--- config.mk ---
export PLATFORM = sky130hd
export DESIGN_NAME = osr_regs
export DESIGN_NICKNAME = d
export VERILOG_FILES = /design/src/osr_pkg.sv /design/src/osr_regs.sv
export VERILOG_INCLUDE_DIRS = /design/src
export SDC_FILE = /design/constraint.sdc
export NUM_CORES = 1
export LEC_CHECK = 0
export BUFFER_PORTS_ARGS = -buffer_cell sky130_fd_sc_hd__buf_2
export CAP_MARGIN = 40
export CORE_MARGIN = 3
export CORE_UTILIZATION = 30
export DETAILED_ROUTE_END_ITERATION = 10
export PLACE_DENSITY = 0.58
export SYNTH_ARGS = -nofsm -noshare
export SYNTH_HDL_FRONTEND = slang
export SYNTH_SLANG_ARGS = --single-unit
--- constraint.sdc ---
create_clock -name sys_clk_i -period 5.45 [get_ports sys_clk_i]
set_input_delay 0.8175 -clock sys_clk_i [delete_from_list [all_inputs] [get_ports sys_clk_i]]
set_output_delay 0.8175 -clock sys_clk_i [all_outputs]
set_load 0.05 [all_outputs]
--- src/osr_cfg.svh ---
`ifndef OSR_CFG_SVH
`define OSR_CFG_SVH

// Fixed 7-bit bus address
`define OSR_BUS_ADDR 7'h13

// Register addresses
`define OSR_ADR_BASE 8'h80
`define OSR_ADR_CMD 8'h80
`define OSR_ADR_ID 8'h81
`define OSR_ADR_UNUSED 8'h82
`define OSR_ADR_LED 8'h83
`define OSR_ADR_LPARAM 8'h84
`define OSR_ADR_LIGHT_HI 8'h85
`define OSR_ADR_LIGHT_LO 8'h86
`define OSR_ADR_NEAR_HI 8'h87
`define OSR_ADR_NEAR_LO 8'h88
`define OSR_ADR_SPARE 8'h89
`define OSR_ADR_LAST 8'h8B

// Command register fields
`define OSR_CMD_LOCK 7
`define OSR_CMD_LRDY 6
`define OSR_CMD_NRDY 5
`define OSR_CMD_LSTART 4
`define OSR_CMD_NSTART 3

// Emitter current code, one step is 10 mA
`define OSR_LED_STEP_MA 10
`define OSR_LED_RESET 6'h02
`define OSR_LED_MAX 6'h14

`endif

--- src/osr_pkg.sv ---
package osr_pkg;

	// Bus slave states
	typedef enum logic [2:0] {
		ST_IDLE = 3'b000,
		ST_RX = 3'b001,
		ST_ACK = 3'b010,
		ST_TX = 3'b011,
		ST_MACK = 3'b100
	} osr_st_e;

	// Which byte of a transfer is being received
	typedef enum logic [1:0] {
		PH_ADDR = 2'b00,
		PH_REG = 2'b01,
		PH_DATA = 2'b10
	} osr_ph_e;

	typedef struct packed {
		osr_st_e st;
		osr_ph_e ph;
		logic scl_q;
		logic sda_q;
		logic [3:0] cnt;
		logic [7:0] sh;
		logic rw;
		logic [7:0] ptr;
		logic oe;
		logic lrdy;
		logic nrdy;
		logic lstart;
		logic nstart;
		logic [5:0] led_code;
		logic [5:0] led_drive;
		logic [11:0][7:0] store;
	} osr_state_s;

endpackage

--- src/osr_regs.sv ---
`timescale 1ns/1ns
`include "osr_cfg.svh"
// What this block does
// - Twelve 8-bit registers, all reachable over the serial bus.
// - Slave works in standard, fast and high-speed bus modes.
// - Answers only to the fixed 7-bit address 0010011.
// - Address byte LSB selects direction: 26h write, 27h read.
// - Register addresses 80h to 8Bh map to registers zero to eleven.
// - Command byte: lock reads 1, two ready flags, two start bits, rest zero.
// - Ready flag sets on completion, clears when its low result byte is read.
// - Light start runs one conversion, result into registers five and six.
// - Near start runs one conversion, result into registers seven and eight.
// - Both start bits in one write start both conversions together.
// - Register 81h is read-only product and revision identifier.
// - Register 82h exists but controls nothing.
// - Low six bits of 83h: emitter code, 10 mA steps, reset 2.
// - Emitter codes above 20 drive at most 200 mA.
// - Top two bits of 83h are read-only trim program tag.
module osr_regs #(
	parameter logic [7:0] PART_REV = 8'h35, // Arbitrary id value
	parameter logic [1:0] TRIM_TAG = 2'h1 // Arbitrary trim tag
) (
	input wire logic sys_clk_i, // 50 MHz clock
	input wire logic rst_i, // Sync reset, active high
	input wire logic ce_i, // Clock enable, freezes all
	input wire logic scl_i, // Bus clock level
	input wire logic sda_i, // Bus data level
	output logic sda_o, // Bus data drive value
	output logic sda_oe_o, // High while pulling data low
	input wire logic light_done_i, // Light conversion done
	input wire logic [15:0] light_data_i, // Light result
	input wire logic near_done_i, // Near conversion done
	input wire logic [15:0] near_data_i, // Near result
	output logic light_single_shot_o, // Light start pulse
	output logic near_single_shot_o, // Near start pulse
	output logic [5:0] led_drive_o, // Clamped emitter code
	output logic [7:0] light_param_o // Light parameter byte
);

	osr_pkg::osr_state_s s;
	osr_pkg::osr_state_s n;
	logic rise;
	logic fall;
	logic start_c;
	logic stop_c;
	logic wr_en;
	logic rd_ld;
	logic [7:0] rd;
	logic [7:0] cmd_rd;
	logic [7:0] id_rd;
	logic [7:0] unused_rd;
	logic [7:0] led_rd;

	// Read view of one register address
	function automatic logic [7:0] rd_byte(input logic [7:0] a, input osr_pkg::osr_state_s st);
		logic [7:0] v;
		v = 8'h00;
		case (a)
			`OSR_ADR_CMD: v = {1'b1, st.lrdy, st.nrdy, 5'h00};
			`OSR_ADR_ID: v = PART_REV;
			`OSR_ADR_UNUSED: v = 8'h00;
			`OSR_ADR_LED: v = {TRIM_TAG, st.led_code};
			default:
				if (a >= `OSR_ADR_BASE && a <= `OSR_ADR_LAST)
				begin
					v = st.store[a[3:0]];
				end
		endcase
		return v;
	endfunction

	// Bus line events, from the previous sampled levels
	assign rise = scl_i & ~s.scl_q;
	assign fall = ~scl_i & s.scl_q;
	assign start_c = s.scl_q & scl_i & s.sda_q & ~sda_i;
	assign stop_c = s.scl_q & scl_i & ~s.sda_q & sda_i;

	// Fixed read views, watched by checks below
	assign cmd_rd = rd_byte(`OSR_ADR_CMD, s);
	assign id_rd = rd_byte(`OSR_ADR_ID, s);
	assign unused_rd = rd_byte(`OSR_ADR_UNUSED, s);
	assign led_rd = rd_byte(`OSR_ADR_LED, s);

	// Next state; oversampling keeps up with 3.4 MHz bus clock
	always_comb
	begin
		n = s;
		wr_en = 1'b0;
		rd_ld = 1'b0;
		rd = 8'h00;
		if (ce_i)
		begin
			n.scl_q = scl_i;
			n.sda_q = sda_i;
			n.lstart = 1'b0;
			n.nstart = 1'b0;
			unique case (s.st)
				osr_pkg::ST_IDLE: n.oe = 1'b0;
				osr_pkg::ST_RX:
					if (rise)
					begin
						n.sh = {s.sh[6:0], sda_i};
						n.cnt = s.cnt + 4'h1;
					end
					else if (fall && s.cnt == 4'h8)
					begin
						n.cnt = 4'h0;
						n.st = osr_pkg::ST_ACK;
						n.oe = 1'b1;
						unique case (s.ph)
							osr_pkg::PH_ADDR:
								if (s.sh[7:1] == `OSR_BUS_ADDR)
								begin
									n.rw = s.sh[0];
								end
								else
								begin
									n.st = osr_pkg::ST_IDLE;
									n.oe = 1'b0;
								end
							osr_pkg::PH_REG: n.ptr = s.sh;
							default:
							begin
								wr_en = 1'b1;
								n.ptr = s.ptr + 8'h01;
							end
						endcase
					end
				osr_pkg::ST_ACK:
					if (fall)
					begin
						n.oe = 1'b0;
						if (s.ph == osr_pkg::PH_ADDR && s.rw)
						begin
							rd_ld = 1'b1;
						end
						else
						begin
							n.st = osr_pkg::ST_RX;
							n.ph = (s.ph == osr_pkg::PH_ADDR) ? osr_pkg::PH_REG : osr_pkg::PH_DATA;
						end
					end
				osr_pkg::ST_TX:
					if (fall)
					begin
						if (s.cnt == 4'h7)
						begin
							n.st = osr_pkg::ST_MACK;
							n.oe = 1'b0;
							n.cnt = 4'h0;
						end
						else
						begin
							n.sh = {s.sh[6:0], 1'b0};
							n.cnt = s.cnt + 4'h1;
							n.oe = ~s.sh[6];
						end
					end
				osr_pkg::ST_MACK:
					// Host not-acknowledge ends the read
					if (rise && sda_i)
					begin
						n.st = osr_pkg::ST_IDLE;
					end
					else if (fall)
					begin
						rd_ld = 1'b1;
					end
				default: n.st = osr_pkg::ST_IDLE;
			endcase
			// Load next read byte; reading a low result byte clears its flag
			if (rd_ld)
			begin
				rd = rd_byte(s.ptr, s);
				n.sh = rd;
				n.oe = ~rd[7];
				n.cnt = 4'h0;
				n.st = osr_pkg::ST_TX;
				n.ptr = s.ptr + 8'h01;
				if (s.ptr == `OSR_ADR_LIGHT_LO)
				begin
					n.lrdy = 1'b0;
				end
				if (s.ptr == `OSR_ADR_NEAR_LO)
				begin
					n.nrdy = 1'b0;
				end
			end
			// Register writes; results, id and 82h ignore writes
			if (wr_en)
			begin
				if (s.ptr == `OSR_ADR_CMD)
				begin
					n.lstart = s.sh[`OSR_CMD_LSTART];
					n.nstart = s.sh[`OSR_CMD_NSTART];
				end
				else if (s.ptr == `OSR_ADR_LED)
				begin
					n.led_code = s.sh[5:0];
				end
				else if (s.ptr == `OSR_ADR_LPARAM || (s.ptr >= `OSR_ADR_SPARE && s.ptr <= `OSR_ADR_LAST))
				begin
					n.store[s.ptr[3:0]] = s.sh;
				end
			end
			// Completion comes after the read clear so a set wins over it
			if (light_done_i)
			begin
				n.store[4'h5] = light_data_i[15:8];
				n.store[4'h6] = light_data_i[7:0];
				n.lrdy = 1'b1;
			end
			if (near_done_i)
			begin
				n.store[4'h7] = near_data_i[15:8];
				n.store[4'h8] = near_data_i[7:0];
				n.nrdy = 1'b1;
			end
			// Bus start and stop override any byte in flight
			if (start_c)
			begin
				n.st = osr_pkg::ST_RX;
				n.ph = osr_pkg::PH_ADDR;
				n.cnt = 4'h0;
				n.oe = 1'b0;
			end
			else if (stop_c)
			begin
				n.st = osr_pkg::ST_IDLE;
				n.oe = 1'b0;
			end
			// Clamp keeps the drive at 200 mA for codes above 20
			n.led_drive = (n.led_code > `OSR_LED_MAX) ? `OSR_LED_MAX : n.led_code;
		end
	end

	// State register
	always_ff @(posedge sys_clk_i)
	begin
		if (rst_i)
		begin
			s <= '0;
			s.scl_q <= 1'b1;
			s.sda_q <= 1'b1;
			s.led_code <= `OSR_LED_RESET;
			s.led_drive <= `OSR_LED_RESET;
		end
		else
		begin
			s <= n;
		end
	end

	// Open-drain data line: only ever pulled low
	assign sda_o = 1'b0;
	assign sda_oe_o = s.oe;
	assign light_single_shot_o = s.lstart;
	assign near_single_shot_o = s.nstart;
	assign led_drive_o = s.led_drive;
	assign light_param_o = s.store[4'h4];
endmodule // osr_regs

==> flow_metrics.tcl <==
set metrics [dict create \
    run_status "complete, no violations" \
    first_global_vias 6326 \
    min_path_cells 1 \
    floorplan.die_area_um2 27460 \
    timing.critical_path.slowest_cell_delay_ns 0.63 \
    ys_warnings 0 \
    worst_setup_path_startpoint "s[113]" \
    h-tree-depth 4 \
    antenna_cells_inserted 0 \
    grtUsageTotal 0.1633 \
    ctsHoldBuffers 0 \
    report.final.slew_viol_count 0 \
    crit_cells 7 \
    chipHeight_um 165.7 \
    critical_path_required_ns 5.78 \
    chipWidth_um 165.7 \
    clock_sink_count 141 \
    worst_setup_path_start_kind "register" \
    synth_seq_area_share 0.3688 \
    clock_skew_ns 0.01382 \
    clk_pin_slew_worst_paths_ns 0.06 \
    fp.coreArea_um2 24680 \
    synthFlopType "dfxtp_1" \
    clock_tree_from_tritoncts "built" \
    synthesis.nets 928 \
    insertion_delay_ns 0.42 \
    most_common_cell_after_layout_fill_and_taps_aside "dfxtp_1" \
    post_drt_wl_per_cell_um 18.71 \
    area.sequential_um2 2824 \
    clockBufferDepth 2 \
    cts.root.buffer_cell "clkbuf_16" \
    drt_drc_violations_left 0 \
    setup_violations 0 \
    grt_pass1_wl_um 36290 \
    slew-limit-headroom 0.3992 \
    drt_first_pass_iters 5 \
    final_min_period_over_clock_period 0.5761 \
    crit_type "reg2reg" \
    final.fill_count 2555 \
    worst-path-buf-inv 2 \
    critical_path_peak_fanout 16 \
    mostFrequentLayoutCells "140 x dfxtp_1, 68 x nor2_1, 56 x o21ai_0" \
    gp_congestion 0.8396 \
    route.detailed.vias_per_inst 5.551 \
    hold_viol_final 0 \
    worst_slew_pin_slew_ns 0.9000 \
    critPathCaptureType "register" \
    hold_slack_ns 0.4625 \
    r2r.worst_path.cells 7 \
    grt_overflow_total 0 \
    leakagePower_nw 3.044 \
    cts_post_setup_buffers_inserted 0 \
    final_core_density 0.3511 \
    cts_inserted_buffers 17 \
    postSynth.asyncResetShare 0 \
    antenna_violating_nets_post_route 0 \
    antenna_found_initial 0 \
    netlist_area_um2 7654 \
    floorplan.io_pins 57 \
    period_minus_slack_ns 3.140 \
    post_route_setup_tns_ns 0 \
    flow.area_growth_from_synthesis_pct 13.21 \
    worst_reg2reg_path_startpoint "s[113]" \
    postRouteWirelength_um 22800 \
    crit_family "simple AND/OR/NAND/NOR gates" \
    final_design_area_no_fill_um2 8665 \
    power.ir.vdd_worst_mv 0.2098 \
    critical_path.cell_chain "buf_8 > ha_1 > inv_1 > or4_4 > nor2_8 > mux2_2 > a211oi_1" \
    floorplan.initialDensity 0.3102 \
    dr_total_vias 6767 \
    finalNetCount 928 \
    grt_max_degree 78 \
    cts_resized 0 \
    grt_setup_unrepaired "no" \
    cap_violations 0 \
    port-buffer-count 55 \
    synth_seq_cells 141 \
    hold_path_class "reg2reg" \
    dp.final_hpwl_um 15270 \
    drive_above_1_share 0.1810 \
    synth-edff-count 0 \
    slowest_stage "or4_4" \
    detail_route.iter0.violations 712 \
    total_area_of_multi_input_combinational_cells_um2 4303 \
    ys_types 79 \
    holdCritStartpoint "s[16]" \
    std_cell_rows 57 \
    synth.avg_cell_area_um2 8.678 \
    achievable-frequency_mhz 318.5 \
    placed_area_um2 8033 \
    critical_path_arrival_ns 3.47 \
    power_density_nw_per_um2 281.9 \
    synthesis.instances 882 \
]
==> synth_stat cells (all sizes together) (9+ instances only) <==
library cell / number / area [um2]
nand3: 47 / 240.2
a21oi: 49 / 249.0
mux2i: 26 / 260.3
and2: 12 / 75.07
nor4: 9 / 98.84
or3b: 9 / 78.83
a31oi: 12 / 75.07
dfxtp: 141 / 2823
clkbuf: 54 / 202.7
nand2: 39 / 146.4
o21ai: 60 / 300.3
nor2b: 43 / 269.0
nor2: 69 / 275.3
nor3: 48 / 245.2
mux4: 22 / 495.5
buf: 34 / 216.5
nand3b: 12 / 90.09
nand4: 10 / 68.81
inv: 29 / 108.9
a211oi: 29 / 222.7
a22oi: 12 / 90.09
nand2b: 9 / 56.30
==> path summary, 6_finish.rpt <==
| check | slack (ns) | to |
|---|---|---|
| setup / recovery | 2.31 | led_drive_o[3] |
| hold reg to reg | 0.46 | s[16] |
| hold / removal | 0.46 | s[16] |
| setup reg to reg | 2.31 | led_drive_o[3] |
==> power breakdown <==
part / internal, mW / switching (mW)
Clock: 0.774 / 0.483
Combinational: 0.0465 / 0.0785
Sequential: 1.05 / 0.0137
==> through the flow <==
stage	power [mW]	instances	worst slack [ns]
after floorplan	1.167	882	2.836
after global placement	1.206	1180	2.021
after detailed placement	1.208	1187	2.075
after CTS	2.457	1219	2.302
after global routing	2.513	1219	2.109
final	2.443	1219	2.310
==> flip-flops by register name, indices dropped and copies added, names as in the netlist <==
signal / cells
cmd_rd: 2
sda_oe_o: 1
s: 116
led_rd: 6
led_drive_o: 6
light_single_shot_o: 1
light_param_o: 8
near_single_shot_o: 1
==> cell families (layout without fill, tap and decap cells) <==
logic type,Yosys count,count (layout),share of synthesized area
AND/OR/NAND/NOR,343,343,0.2572
AO/OA/AOI/OAI,219,219,0.1854
flip-flops,141,141,0.3688
buffers and inverters,117,130,0.06899
multiplexers,53,53,0.1066
adder cells (fa/ha/maj),7,7,0.01144
other,1,1,0.0004900
XOR/XNOR,1,1,0.001145
==> routing by layer <==
metal / up-vias / part of all wire / track usage
met5: - / 0 / 0
met1: 3230 / 0.44 / 0.2222
met3: 35 / 0.059 / 0.03051
met2: 281 / 0.48 / 0.2639
li1: 3221 / - / -
met4: 0 / 0.019 / 0.05099
==> layout make-up <==
type	count	area share
timing repair buffer	69	0.04520
clock buffer	17	0.04910
sequential	141	0.3259
clock inverter	15	0.02383
inverter	29	0.01256
multi-input combinational	624	0.4966
tap	324	0.04679
Note: power is estimated with default switching activity, not from simulation.
